## src/rtl/cmc_pkg.sv

```systemverilog
// constants for the connection management control register bank
// ----------------------------------------------------------------------
// ----------------------------------------------------------------------
package cmc_pkg;

  // register indices; byte address is four times the index
  localparam int unsigned CMC_IDX_DP_CTRL_A  = 0;
  localparam int unsigned CMC_IDX_CONN_MGMT  = 1;
  localparam int unsigned CMC_IDX_INT_EVENT  = 2;
  localparam int unsigned CMC_IDX_INT_MASK   = 3;
  localparam int unsigned CMC_NUM_REGS       = 4;

  // connection_mgmt_control field positions
  localparam int unsigned CMC_BIT_OVERRIDE   = 15;
  localparam int unsigned CMC_MATCH_LSB      = 11;
  localparam int unsigned CMC_MAINTENANCE_STATE_LSB      = 8;
  localparam int unsigned CMC_PCM_REQ_LSB    = 0;

  // datapath_control_a request bits
  localparam int unsigned CMC_BIT_REM_LOOP   = 2;
  localparam int unsigned CMC_BIT_BYPASS     = 3;
  localparam int unsigned CMC_BIT_SCRUB      = 4;

  // line_state_match_select bit per line state
  localparam int unsigned CMC_SEL_QUIET      = 3;
  localparam int unsigned CMC_SEL_MASTER     = 2;
  localparam int unsigned CMC_SEL_HALT       = 1;
  localparam int unsigned CMC_SEL_IDLE       = 0;

  // interrupt_event_register bit
  localparam int unsigned CMC_BIT_LINE_STATE_MATCH_EVENT   = 0;

  // values after reset
  localparam logic [15:0] CMC_CONN_MGMT_RST  = 16'h0000;
  localparam logic [15:0] CMC_DP_CTRL_A_RST  = 16'h0000;
  localparam logic        CMC_EVENT_RST      = 1'h0;
  localparam logic        CMC_MASK_RST       = 1'h0;

  // detected_line_state codes
  localparam logic [2:0]  CMC_LS_QUIET       = 3'h0;
  localparam logic [2:0]  CMC_LS_MASTER      = 3'h1;
  localparam logic [2:0]  CMC_LS_HALT        = 3'h2;
  localparam logic [2:0]  CMC_LS_IDLE        = 3'h3;
  localparam logic [2:0]  CMC_LS_ACTIVE      = 3'h4;

  // maintenance_line_state source codes
  localparam logic [2:0]  CMC_MAINTENANCE_STATE_QUIET    = 3'h0;
  localparam logic [2:0]  CMC_MAINTENANCE_STATE_IDLE     = 3'h1;
  localparam logic [2:0]  CMC_MAINTENANCE_STATE_HALT     = 3'h2;

  // idle symbols needed before idle counts as detected
  localparam int unsigned CMC_ILS_SYMBOLS    = 16;

  // bus responses
  localparam logic [1:0]  CMC_RESP_OKAY      = 2'h0;
  localparam logic [1:0]  CMC_RESP_SLVERR    = 2'h2;

endpackage

```

## src/rtl/cmc_regs.sv

```systemverilog
// connection management control register bank with an AXI4-Lite slave
//
// The AXI4-Lite register port is this design's own decision.
`timescale 1ns/1ps
module cmc_regs
  import cmc_pkg::*;
#(
  parameter int ADDR_W = 8
)
(
  // clock and reset
  input  wire logic              clk_sys,
  input  wire logic              rst,

  // axi4-lite write address
  input  wire logic [ADDR_W-1:0] s_axi_awaddr,
  input  wire logic              s_axi_awvalid,
  output logic                   s_axi_awready,

  // axi4-lite write data
  input  wire logic [31:0]       s_axi_wdata,
  input  wire logic [3:0]        s_axi_wstrb,
  input  wire logic              s_axi_wvalid,
  output logic                   s_axi_wready,

  // axi4-lite write response
  output logic [1:0]             s_axi_bresp,
  output logic                   s_axi_bvalid,
  input  wire logic              s_axi_bready,

  // axi4-lite read address
  input  wire logic [ADDR_W-1:0] s_axi_araddr,
  input  wire logic              s_axi_arvalid,
  output logic                   s_axi_arready,

  // axi4-lite read data
  output logic [31:0]            s_axi_rdata,
  output logic [1:0]             s_axi_rresp,
  output logic                   s_axi_rvalid,
  input  wire logic              s_axi_rready,

  // line state and connection management status
  input  wire logic [2:0]        detected_line_state,
  input  wire logic              unknown_line_state_flag,
  input  wire logic              maintenance_state,

  // datapath multiplexer controls
  output logic                   scrub_mux_en,
  output logic                   bypass_mux_en,
  output logic                   rem_loop_mux_en,

  // connection management fields
  output logic [2:0]             maintenance_line_state,
  output logic [7:0]             pcm_request,

  // interrupt
  output logic                   irq
);

  // ----------------------------------------------------------------------
  // decode helpers
  // ----------------------------------------------------------------------

  // one-hot register select; all zero for an unmapped address
  function automatic logic [CMC_NUM_REGS-1:0] reg_decode(
    input logic [ADDR_W-1:0] addr
  );
    logic [CMC_NUM_REGS-1:0] sel;
    sel = '0;
    if (addr[ADDR_W-1:4] == '0)
      sel[addr[3:2]] = 1'b1;
    return sel;
  endfunction

  // byte-lane merge for the 16-bit registers
  function automatic logic [15:0] lane_merge(
    input logic [15:0] old_val,
    input logic [31:0] data,
    input logic [3:0]  strb
  );
    logic [15:0] res;
    res = old_val;
    if (strb[0])
      res[7:0] = data[7:0];
    if (strb[1])
      res[15:8] = data[15:8];
    return res;
  endfunction

  // ----------------------------------------------------------------------
  // local state
  // ----------------------------------------------------------------------

  logic [ADDR_W-1:0]       awaddr_r;
  logic [31:0]             wdata_r;
  logic [3:0]              wstrb_r;
  logic                    wr_fire;
  logic [CMC_NUM_REGS-1:0] wr_sel;
  logic [CMC_NUM_REGS-1:0] rd_sel;

  logic [15:0]             conn_mgmt_r;
  logic [15:0]             dp_ctrl_a_r;
  logic                    event_r;
  logic                    mask_r;
  logic                    match_pulse;
  logic                    event_clr;
  logic                    ctl_enable;
  logic [31:0]             rd_word;

  // ----------------------------------------------------------------------
  // write address and data capture
  // ----------------------------------------------------------------------

  // address and data are held independently, so either may arrive first
  assign wr_fire = ~s_axi_awready & ~s_axi_wready & ~s_axi_bvalid;
  assign wr_sel  = reg_decode(awaddr_r);

  // write address channel: one outstanding write at a time
  always_ff @(posedge clk_sys)
  begin
    if (rst)
    begin
      s_axi_awready <= 1'b1;
      awaddr_r      <= '0;
    end
    else if (s_axi_awvalid && s_axi_awready)
    begin
      s_axi_awready <= 1'b0;
      awaddr_r      <= s_axi_awaddr;
    end
    else if (s_axi_bvalid && s_axi_bready)
      s_axi_awready <= 1'b1;
  end

  // write data channel
  always_ff @(posedge clk_sys)
  begin
    if (rst)
    begin
      s_axi_wready <= 1'b1;
      wdata_r      <= '0;
      wstrb_r      <= '0;
    end
    else if (s_axi_wvalid && s_axi_wready)
    begin
      s_axi_wready <= 1'b0;
      wdata_r      <= s_axi_wdata;
      wstrb_r      <= s_axi_wstrb;
    end
    else if (s_axi_bvalid && s_axi_bready)
      s_axi_wready <= 1'b1;
  end

  // ----------------------------------------------------------------------
  // write response
  // ----------------------------------------------------------------------

  // unmapped writes are dropped and flagged with a slave error
  always_ff @(posedge clk_sys)
  begin
    if (rst)
    begin
      s_axi_bvalid <= 1'b0;
      s_axi_bresp  <= CMC_RESP_OKAY;
    end
    else if (wr_fire)
    begin
      s_axi_bvalid <= 1'b1;
      s_axi_bresp  <= (|wr_sel) ? CMC_RESP_OKAY : CMC_RESP_SLVERR;
    end
    else if (s_axi_bready)
      s_axi_bvalid <= 1'b0;
  end

  // ----------------------------------------------------------------------
  // registers written by software
  // ----------------------------------------------------------------------

  // connection_mgmt_control: plain read/write, cleared by reset
  always_ff @(posedge clk_sys)
  begin
    if (rst)
      conn_mgmt_r <= CMC_CONN_MGMT_RST;
    else if (wr_fire && wr_sel[CMC_IDX_CONN_MGMT])
      conn_mgmt_r <= lane_merge(conn_mgmt_r, wdata_r, wstrb_r);
  end

  // datapath_control_a request bits; they may be written at any time
  always_ff @(posedge clk_sys)
  begin
    if (rst)
      dp_ctrl_a_r <= CMC_DP_CTRL_A_RST;
    else if (wr_fire && wr_sel[CMC_IDX_DP_CTRL_A])
      dp_ctrl_a_r <= lane_merge(dp_ctrl_a_r, wdata_r, wstrb_r);
  end

  // interrupt mask, same layout as the event register
  always_ff @(posedge clk_sys)
  begin
    if (rst)
      mask_r <= CMC_MASK_RST;
    else if (wr_fire && wr_sel[CMC_IDX_INT_MASK] && wstrb_r[0])
      mask_r <= wdata_r[CMC_BIT_LINE_STATE_MATCH_EVENT];
  end

  // ----------------------------------------------------------------------
  // line state match event
  // ----------------------------------------------------------------------

  // comparison and edge detection live in their own module
  cmc_line_state_match_event u_line_state_match_event
  (
    .clk_sys                 (clk_sys),
    .rst                     (rst),
    .detected_line_state     (detected_line_state),
    .unknown_line_state_flag (unknown_line_state_flag),
    .line_state_match_select (conn_mgmt_r[CMC_MATCH_LSB +: 4]),
    .match_pulse             (match_pulse)
  );

  // write one to clear
  assign event_clr = wr_fire && wr_sel[CMC_IDX_INT_EVENT] &&
                     wstrb_r[0] && wdata_r[CMC_BIT_LINE_STATE_MATCH_EVENT];

  // sticky; a new match in the clearing cycle still wins
  always_ff @(posedge clk_sys)
  begin
    if (rst)
      event_r <= CMC_EVENT_RST;
    else if (match_pulse)
      event_r <= 1'b1;
    else if (event_clr)
      event_r <= 1'b0;
  end

  // interrupt level follows the event one clock later
  always_ff @(posedge clk_sys)
  begin
    if (rst)
      irq <= 1'b0;
    else
      irq <= event_r & mask_r;
  end

  // ----------------------------------------------------------------------
  // datapath multiplexer gating
  // ----------------------------------------------------------------------

  // requests reach the muxes with override set or in maintenance
  assign ctl_enable = conn_mgmt_r[CMC_BIT_OVERRIDE] |
                      maintenance_state;

  // registered so the mux controls never glitch on a state change
  always_ff @(posedge clk_sys)
  begin
    if (rst)
    begin
      scrub_mux_en    <= 1'b0;
      bypass_mux_en   <= 1'b0;
      rem_loop_mux_en <= 1'b0;
    end
    else
    begin
      scrub_mux_en    <= dp_ctrl_a_r[CMC_BIT_SCRUB] & ctl_enable;
      bypass_mux_en   <= dp_ctrl_a_r[CMC_BIT_BYPASS] & ctl_enable;
      rem_loop_mux_en <= dp_ctrl_a_r[CMC_BIT_REM_LOOP] & ctl_enable;
    end
  end

  // ----------------------------------------------------------------------
  // connection management fields
  // ----------------------------------------------------------------------

  // taken straight from the register flops
  assign maintenance_line_state = conn_mgmt_r[CMC_MAINTENANCE_STATE_LSB +: 3];
  assign pcm_request            = conn_mgmt_r[CMC_PCM_REQ_LSB +: 8];

  // ----------------------------------------------------------------------
  // read channel
  // ----------------------------------------------------------------------

  assign rd_sel = reg_decode(s_axi_araddr);

  // read mux; bits above each register's width read as zero
  always_comb
  begin
    rd_word = 32'h0000_0000;
    unique case (1'b1)
      rd_sel[CMC_IDX_DP_CTRL_A]: rd_word[15:0] = dp_ctrl_a_r;
      rd_sel[CMC_IDX_CONN_MGMT]: rd_word[15:0] = conn_mgmt_r;
      rd_sel[CMC_IDX_INT_EVENT]: rd_word[CMC_BIT_LINE_STATE_MATCH_EVENT] = event_r;
      rd_sel[CMC_IDX_INT_MASK]:  rd_word[CMC_BIT_LINE_STATE_MATCH_EVENT] = mask_r;
      default:                   rd_word = 32'h0000_0000;
    endcase
  end

  // data is captured at the address handshake; reads have no side effect
  always_ff @(posedge clk_sys)
  begin
    if (rst)
    begin
      s_axi_arready <= 1'b1;
      s_axi_rvalid  <= 1'b0;
      s_axi_rdata   <= 32'h0000_0000;
      s_axi_rresp   <= CMC_RESP_OKAY;
    end
    else if (s_axi_arvalid && s_axi_arready)
    begin
      s_axi_arready <= 1'b0;
      s_axi_rvalid  <= 1'b1;
      s_axi_rdata   <= rd_word;
      s_axi_rresp   <= (|rd_sel) ? CMC_RESP_OKAY : CMC_RESP_SLVERR;
    end
    else if (s_axi_rvalid && s_axi_rready)
    begin
      s_axi_arready <= 1'b1;
      s_axi_rvalid  <= 1'b0;
    end
  end

endmodule

```

## src/rtl/cmc_line_state_match_event.sv

```systemverilog
// line state match detector feeding the match interrupt event
`timescale 1ns/1ps
module cmc_line_state_match_event
  import cmc_pkg::*;
(
  // clock and reset
  input  wire logic       clk_sys,
  input  wire logic       rst,
  // line state from the detector
  input  wire logic [2:0] detected_line_state,
  input  wire logic       unknown_line_state_flag,
  // selection from the control register
  input  wire logic [3:0] line_state_match_select,
  // one-cycle event
  output logic            match_pulse
);

  localparam int CNT_W = $clog2(CMC_ILS_SYMBOLS + 1);
  localparam logic [CNT_W-1:0] ILS_FULL = CNT_W'(CMC_ILS_SYMBOLS);

  logic [CNT_W-1:0] idle_cnt_r;
  logic             idle_sixteen_symbols;
  logic [3:0]       state_hit;
  logic             hit_now;
  logic             hit_r;
  logic [2:0]       prev_ls_r;
  logic             prev_unk_r;
  logic             primed_r;
  logic             changed;

  // one symbol per clock; saturate once sixteen are seen
  always_ff @(posedge clk_sys)
  begin
    if (rst || detected_line_state != CMC_LS_IDLE)
      idle_cnt_r <= '0;
    else if (idle_cnt_r != ILS_FULL)
      idle_cnt_r <= idle_cnt_r + CNT_W'(1);
  end

  assign idle_sixteen_symbols = (idle_cnt_r == ILS_FULL);

  // one select bit each for quiet, master, halt and idle; active has none
  always_comb
  begin
    state_hit = '0;
    state_hit[CMC_SEL_QUIET]  = (detected_line_state == CMC_LS_QUIET);
    state_hit[CMC_SEL_MASTER] = (detected_line_state == CMC_LS_MASTER);
    state_hit[CMC_SEL_HALT]   = (detected_line_state == CMC_LS_HALT);
    state_hit[CMC_SEL_IDLE]   = idle_sixteen_symbols;
  end

  assign hit_now = |(state_hit & line_state_match_select);
  assign changed = primed_r &&
                   (detected_line_state != prev_ls_r ||
                    unknown_line_state_flag != prev_unk_r);

  // history; primed keeps the first cycle after reset from looking like a change
  always_ff @(posedge clk_sys)
  begin
    if (rst)
    begin
      hit_r       <= 1'b0;
      prev_ls_r   <= CMC_LS_QUIET;
      prev_unk_r  <= 1'b0;
      primed_r    <= 1'b0;
      match_pulse <= 1'b0;
    end
    else
    begin
      hit_r       <= hit_now;
      prev_ls_r   <= detected_line_state;
      prev_unk_r  <= unknown_line_state_flag;
      primed_r    <= 1'b1;
      if (line_state_match_select == 4'h0)
        match_pulse <= changed;
      else
        match_pulse <= hit_now & ~hit_r;
    end
  end

endmodule

```

## config.mk

```make
export PLATFORM = sky130hd
export DESIGN_NAME = cmc_regs
export DESIGN_NICKNAME = d
export VERILOG_FILES = /design/src/rtl/cmc_pkg.sv /design/src/rtl/cmc_regs.sv /design/src/rtl/cmc_line_state_match_event.sv
export SDC_FILE = /design/constraint.sdc
export NUM_CORES = 1
export LEC_CHECK = 0
export BUFFER_PORTS_ARGS = -buffer_cell sky130_fd_sc_hd__buf_2
export CAP_MARGIN = 20
export CELL_PAD_IN_SITES_DETAIL_PLACEMENT = 0
export CELL_PAD_IN_SITES_GLOBAL_PLACEMENT = 2
export CORE_MARGIN = 8
export CORE_UTILIZATION = 32
export DETAILED_ROUTE_END_ITERATION = 7
export PLACE_DENSITY_LB_ADDON = 0.1
export SYNTH_ARGS = -nofsm -noshare
export SYNTH_HDL_FRONTEND = slang
export SYNTH_SLANG_ARGS = --single-unit
```

## constraint.sdc

```tcl
create_clock -name clk_sys -period 4.3 [get_ports clk_sys]
set_clock_uncertainty 0.1 [all_clocks]
set_input_delay 0.86 -clock clk_sys [delete_from_list [all_inputs] [get_ports clk_sys]]
set_output_delay 0.86 -clock clk_sys [all_outputs]
set_load 0.005 [all_outputs]
```

; ---- After elaboration in Yosys (flattened, before gate mapping)
; Cells that the tools add are included.
[word_totals]
rom_bits = 0
latchBits = 0
wordCells = 108
output_inout_bits = 56
memories = 0
regBits = 101
input_bits = 64
ramBits = 0
[op_classes]
shift = 0
reduce_logical = 33
mux = 23
n_lt_le_gt_ge = 4
eq_ne = 7
n_addsub = 1
n_div = 0
bitwise = 13
multipliers = 0
[op_table]
columns = op, count
row1 = 15-bit one-hot mux with 2 select lines, 1
row2 = 1-bit logical AND, 15
row3 = 1-bit two-way mux, 15
row4 = 4-bit zero test, 3
row5 = 4-bit OR reduction, 3
row6 = 2-bit nonzero test, 5
row7 = 4-bit two-way mux, 2
row8 = 2-bit AND reduction, 4
row9 = 1-bit AND, 7
row10 = 2-bit by 3-bit less-than comparator with 1-bit output (second input constant), 2
row11 = 5-bit by 1-bit adder with 5-bit output (second input constant), 1
row12 = 5-bit equality test (second input constant), 1
row13 = 5-bit != test (second input constant), 1
row14 = 4-bit AND, 1
row15 = 1-bit demux with 2-bit select, 2
row16 = 2-bit by 1-bit greater-or-equal comparator with 1-bit output (second input constant), 2
row17 = 2-bit two-way mux, 2
row18 = 1-bit inverter, 4
row19 = 1-bit one-hot mux with 4 select lines, 1
row20 = 3-bit by 1-bit equality test with 1-bit output (second input constant), 1
row21 = 3-bit by 2-bit equality test with 1-bit output (second input constant), 1
row22 = 3-bit zero test, 1
row23 = 3-bit by 2-bit != test with 1-bit output (second input constant), 1
row24 = 3-bit != test, 1
row25 = other kinds (3), 4

; ---- Logic depth before layout (Yosys ltp)
; Gate-level depths: netlist of run 1.
[logic_depth]
word_depth = 10
depth_mapped = 6
depth_no_buf = 6

; ---- Hierarchy
; From an unflattened synthesis of run 1, not the netlist that was laid out.
[hier_totals]
cells_unflattened = 450
area_unflattened_um2 = 4047.6
[by_module_without_submodules]
columns = mod, seq_area_each_um2, cells_per_inst, instances, area_each_um2
row1 = cmc_regs, 1701.6, 400, 1, 3540.9
row2 = cmc_line_state_match_event, 240.2, 50, 1, 506.7

; ---- Worst setup path after synthesis of run 1
; No wires, ideal clock.
[synth_path]
kind = input port to flip-flop
startpoint = in s_axi_araddr[5]
endpoint = reg s_axi_rdata[10]
t_arrival_ps = 2257
required_time_ps = 4135
stages = 5
n_path_buf = 1
setup_time_ps = 65
path_slack_ps = 1878
cell_sequence = or4_1 -> nor3_1 -> clkbuf_1 -> a22oi_1 -> nor2_1
[synth_between]
elab_chain_len = 3
[synth_lines]
columns = item, line
row1 = "start, declared", cmc_regs.sv:32  ; input wire logic [ADDR_W-1:0] s_axi_araddr,
row2 = 4-bit zero test, cmc_regs.sv:70  ; if (addr[ADDR_W-1:4] == '0)
row3 = 4-bit two-way mux, cmc_regs.sv:70
row4 = 15-bit one-hot mux with 2 select lines, cmc_regs.sv:288  ; unique case (1'b1)
row5 = "end signal, assigned", cmc_regs.sv:311  ; s_axi_rdata <= rd_word;
row6 = "end, declared", cmc_regs.sv:37  ; output logic [31:0] s_axi_rdata,
; Every way passes these cells.
; A chain may end at the register's enable or synchronous reset.

; ---- Worst setup path after layout of run 1
[layout_path]
startpoint = reg s_axi_awready
endpoint = reg conn_mgmt_r[13]
[layout_between]
elab_chain_len = 5
[layout_lines]
columns = item, line
row1 = "start, declared", cmc_regs.sv:18  ; output logic s_axi_awready,
row2 = "start signal, assigned", cmc_regs.sv:123  ; s_axi_awready <= 1'b1;
row3 = "start signal, assigned", cmc_regs.sv:128  ; s_axi_awready <= 1'b0;
row4 = "start signal, assigned", cmc_regs.sv:132  ; s_axi_awready <= 1'b1;
row5 = 1-bit inverter, cmc_regs.sv:115  ; assign wr_fire = ~s_axi_awready & ~s_axi_wready & ~s_axi_bvalid;
row6 = 1-bit AND (2 in a row), cmc_regs.sv:115
row7 = 1-bit logical AND, cmc_regs.sv:184  ; else if (wr_fire && wr_sel[CMC_IDX_CONN_MGMT])
row8 = 2-bit AND reduction (no line), -
row9 = "end signal, assigned", cmc_regs.sv:185  ; conn_mgmt_r <= lane_merge(conn_mgmt_r, wdata_r, wstrb_r);
row10 = "end, declared", cmc_regs.sv:101  ; logic [15:0] conn_mgmt_r;
; Every way passes these cells.

==> results_dict.tcl, run 1 <==
set metrics [dict create \
    status "complete, no violations" \
    fmax_mhz 435.0 \
    cap_violations 0 \
    finalNetCount 542 \
    hp-class "reg -> reg" \
    cts_tree "built" \
    grt_pass1_wl_mm 15.47 \
    worst_slew_pin_slew_ns 0.9081 \
    synth_top_area_cell "dfxtp_1" \
    diodes 0 \
    final_cell_mix "dfxtp_1 (97), buf_2 (79), nor2_1 (58), nand2_1 (53), mux2i_1 (35)" \
    synthDistinctLibCells 35 \
    cts_made_buffers 9 \
    clk_pin_slew_ns 0.07 \
    cp_max_fo 10 \
    finalCritPeriodShare_pct 53.47 \
    grt_max_degree 49 \
    drc 0 \
    via_per_inst 4.674 \
    critPathKind "reg -> reg" \
    drtPass1Iterations 4 \
    syn_area_um2 3944 \
    die_h_um 127.0 \
    min_period_ns 2.299 \
    die-width_um 127.0 \
    overflow 0 \
    clockBufferDepth 2 \
    postRouteAntennaNets 0 \
    drive_above_1_share_pct 24.74 \
    fin_cells 628 \
    fin_setup_tns_ns 0 \
    rsz0062_at_grt "no" \
    start_kind "register" \
    start_util_pct 32.83 \
    insertion_delay_ns 0.34 \
    post_cts_buffers 0 \
    cts.sinks 97 \
    ctsHtreeMaxLevel 3 \
    fillers 1253 \
    avgSynthCellArea_um2 9.458 \
    hold_violations 0 \
    drtIter0Drc 124 \
    fin_hold_ws_ns 0.3457 \
    io_pins 120 \
    die_area_um2 16130 \
    io_buffers 79 \
    synth-seq-cells 97 \
    cts.root.buffer_cell "clkbuf_16" \
    relSlewSlack_pct 39.31 \
    gp_congestion 0.6939 \
    synth_area_leaders "dfxtp_1 (49%), mux2i_1 (8.9%), buf_4 (5.5%)" \
    grt_pass1_vias 2893 \
    placementRows 40 \
    cts_hold_buffers 0 \
    antenna_found_initial 0 \
    place_inst 612 \
    final_common_cell "dfxtp_1" \
    yosys_warnings 0 \
    irDropWorstVdd_uv 195.0 \
    yosysSeqAreaShare_pct 49.24 \
    post_drt_wl_per_cell_um 15.48 \
    synthCells 417 \
    post-route-util_pct 38.25 \
    core_um2 12010 \
    cp.required_ns 4.40 \
    synth.top_cell.area_share_pct 49.24 \
    setup_violations 0 \
    syn2layout_area_growth_pct 16.50 \
    grt_usage_pct 12.14 \
    hpwl_mm 6.593 \
    p_leak_uw 0.001865 \
    worstPathArrival_ns 2.40 \
    postRouteWirelength_mm 9.721 \
    cts_resized 0 \
    p_per_area_nw_per_um2 400.6 \
    slew_violations 0 \
    vias 2935 \
    cp-end-kind "register" \
]
-- critical path, stage by stage (launching register included) --
cell     delay (ns)
dfxtp_1        0.39
or3_1          0.57
nor4_4         0.76
mux2i_1        0.29
nor2_1         0.06
-- registers in the layout, indices dropped and copies added, names as in the netlist, 2 cells and up --
register and cells:
conn_mgmt_r 16, dp_ctrl_a_r 16, s_axi_rdata 16, wdata_r 16, awaddr_r 6, u_line_state_match_event.idle_cnt_r 5
u_line_state_match_event.prev_ls_r 3, wstrb_r 2
-- where the power goes --
group          internal (uW)  switching [uW]
sequential               921            19.3
combinational           44.7            77.7
clock                    439             339
-- kinds of logic after synthesis --
| kind of cell | synth area share [%] |
|---|---|
| adders and majority gates | 0.6344 |
| buffers and inverters | 8.122 |
| xor gates and xnor gates | 1.777 |
| AOI/OAI and AO/OA | 7.678 |
| other | 0.09509 |
| and+or+nand+nor | 18.72 |
| DFF | 49.24 |
| muxes | 13.74 |
-- per-layer routing --
layer	share of wire, %	GRT usage (%)
met5	0	0
met4	1.6	5.038
met3	5.2	3.494
met2	46	19.24
met1	47	15.15
-- synth_stat cells --
cell	number
buf_4	29
nand4_1	2
buf_2	1
or4_1	1
nor2b_1	5
mux4_2	1
mux2_2	15
and3_1	1
nor3_1	6
nand2_1	53
clkbuf_1	16
buf_1	3
nor4_1	2
ha_1	2
nor4_4	4
a311oi_1	2
buf_6	1
nand3_1	9
or3_1	1
nor2_1	58
inv_1	4
conb_1	1
a22oi_1	16
dfxtp_1	97
a21o_1	2
or4_4	1
nor3b_1	2
and2_1	4
mux2i_1	35
xor2_1	2
xnor2_1	6
nand2b_1	4
a21oi_1	28
o21ai_0	2
and3b_1	1
-- per-stage QoR --
step           power, uW  setup WS [ns]  area (um^2)
5_1_grt             1917          1.825         4594
2_1_floorplan       1048          1.878         4008
3_5_place_dp        1087          1.692         4302
6_report            1841          2.001         4594
3_3_place_gp        1085          1.695         4302
4_1_cts             1866          1.954         4594
-- path summary, 6_finish.rpt --
check                                                               start                                               to  slack, ns  cells after the start
worst max-delay path                           s_axi_awready$_SDFFE_PP1P_                     conn_mgmt_r[13]$_SDFFE_PP0P_       2.00                      4
worst min-delay path            u_line_state_match_event.hit_r$_SDFF_PP0_  u_line_state_match_event.match_pulse$_SDFF_PP0_       0.35                      1
worst max register to register                 s_axi_awready$_SDFFE_PP1P_                     conn_mgmt_r[13]$_SDFFE_PP0P_       2.00                      4
worst min register to register  u_line_state_match_event.hit_r$_SDFF_PP0_  u_line_state_match_event.match_pulse$_SDFF_PP0_       0.35                      1
-- final cells by class --
cell class	instances	area (um^2)	share of cell area, %
Clock inverter	4	26.28	0.5719
Sequential cell	97	1942	42.27
Inverter	4	15.01	0.3268
Clock buffer	12	266.5	5.801
Tap cell	147	183.9	4.003
Multi-Input combinational cell	283	1750	38.10
Timing Repair Buffer	81	410.4	8.932
Power figures use the tool's default switching activity.
==> run 2, diff against run 1 <==
Settings changed: CORE_UTILIZATION 32 to 30.
Clock period 4.3 ns to 2.4 ns, I/O delays scaled along.
==> results_dict.tcl, run 2 (synthesis gave the netlist of run 1 again) <==
set metrics [dict create \
    status "complete, no violations" \
    gp_congestion 0.6750 \
    hp-class "in -> reg" \
    fin_setup_tns_ns 0 \
    cap_violations 0 \
    fin_cells 664 \
    final_common_cell "dfxtp_1" \
    syn2layout_area_growth_pct 18.59 \
    fin_hold_ws_ns 0.2707 \
    final_cell_mix "dfxtp_1 (97), buf_2 (79), nor2_1 (58), nand2_1 (53), mux2i_1 (35)" \
    post-route-util_pct 35.89 \
    p_per_area_nw_per_um2 696.6 \
    fillers 1403 \
    die-width_um 130.7 \
    drtIter0Drc 141 \
    cts.root.buffer_cell "clkbuf_16" \
    cts.sinks 97 \
    overflow 0 \
    die_area_um2 17070 \
    grt_pass1_vias 2933 \
    hold_violations 0 \
    ctsHtreeMaxLevel 3 \
    timing.rr.start "s_axi_bvalid$_SDFFE_PP0P_" \
    insertion_delay_ns 0.34 \
    clockBufferDepth 2 \
    start_util_pct 30.26 \
    via_per_inst 4.401 \
    postRouteWirelength_mm 9.915 \
    cts_resized 0 \
    io_buffers 79 \
    fmax_mhz 504.4 \
    placementRows 42 \
    worstPathArrival_ns 2.10 \
    vias 2922 \
    gr-usage-met2_pct 18.64 \
    setup_violations 0 \
    pre_cts_ws_ns 0.4190 \
    finalNetCount 551 \
    startpoint "s_axi_bvalid$_SDFFE_PP0P_" \
    clk_pin_slew_ns 0.07 \
    core_um2 13030 \
    drc 0 \
    met1_usage_pct 15.27 \
    setup_ws_ns 0.4173 \
    slew_violations 0 \
    critPathKind "reg -> reg" \
    grt_usage_pct 12.01 \
    rsz0062_at_grt "no" \
    drive_above_1_share_pct 25.61 \
    relSlewSlack_pct 58.01 \
    place_inst 650 \
    finalCritPeriodShare_pct 82.61 \
    min_period_ns 1.983 \
    grt_max_degree 45 \
    cts_made_buffers 9 \
    cp_max_fo 8 \
    antenna_found_initial 0 \
    diodes 0 \
    irDropWorstVdd_uv 273.3 \
    start_kind "register" \
    cts_hold_buffers 0 \
    hpwl_mm 6.797 \
    die_h_um 130.7 \
    grt_pass1_wl_mm 15.46 \
    postRouteAntennaNets 0 \
    cts_tree "built" \
    cp-end-kind "register" \
    p_leak_uw 0.001892 \
    busiest_layer "met2" \
    worst_slew_pin_slew_ns 0.6250 \
    drtPass1Iterations 4 \
    met3_usage_pct 2.638 \
    post_cts_buffers 0 \
    hp-start "unknown_line_state_flag" \
    cp.required_ns 2.52 \
    io_pins 120 \
    post_drt_wl_per_cell_um 14.93 \
]
## run 2: routing by layer
| metal | vias up | routed length [um] |
|---|---|---|
| met5 | - | 0 |
| met4 | 0 | 208 |
| li1 | 1493 | - |
| met1 | 1357 | 4737 |
| met2 | 60 | 4507 |
| met3 | 12 | 462 |
## run 2: layout make-up
| class | count | area, um^2 | share of cell area (%) |
|---|---|---|---|
| clock buffers | 12 | 256.5 | 5.484 |
| clock inverters | 2 | 15.01 | 0.3210 |
| inverters | 4 | 15.01 | 0.3210 |
| multi-input cells | 283 | 1750 | 37.43 |
| flip-flops and latches | 97 | 1942 | 41.52 |
| well taps | 176 | 220.2 | 4.708 |
| repair buffers | 90 | 478.0 | 10.22 |
## run 2: final timing paths
check                           depth (start not counted)                                               to  slack (ns)
worst max-delay path                                    5                     conn_mgmt_r[10]$_SDFFE_PP0P_        0.42
worst min-delay path                                    2   u_line_state_match_event.prev_unk_r$_SDFF_PP0_        0.27
worst max register to register                          5                     conn_mgmt_r[10]$_SDFFE_PP0P_        0.42
worst min register to register                          1  u_line_state_match_event.match_pulse$_SDFF_PP0_        0.34
## run 2: through the flow
step / total power [uW] / instance area, um^2
2_1_floorplan: 1878 / 4008
5_1_grt: 3408 / 4677
3_5_place_dp: 1958 / 4405
4_1_cts: 3323 / 4677
6_report: 3258 / 4677
3_3_place_gp: 1954 / 4405
## run 2: worst max-delay path: stages (launching register included)
cell and delay, ns:
dfxtp_1 0.34, or3_1 0.62, nor4_4 0.28, buf_4 0.25
mux2i_1 0.23, nor2_1 0.05
## run 2: power by group
group / switching [uW] / internal (uW) / total, uW
combinational: 143 / 88.1 / 231
clock: 595 / 748 / 1340
sequential: 32.0 / 1650 / 1680
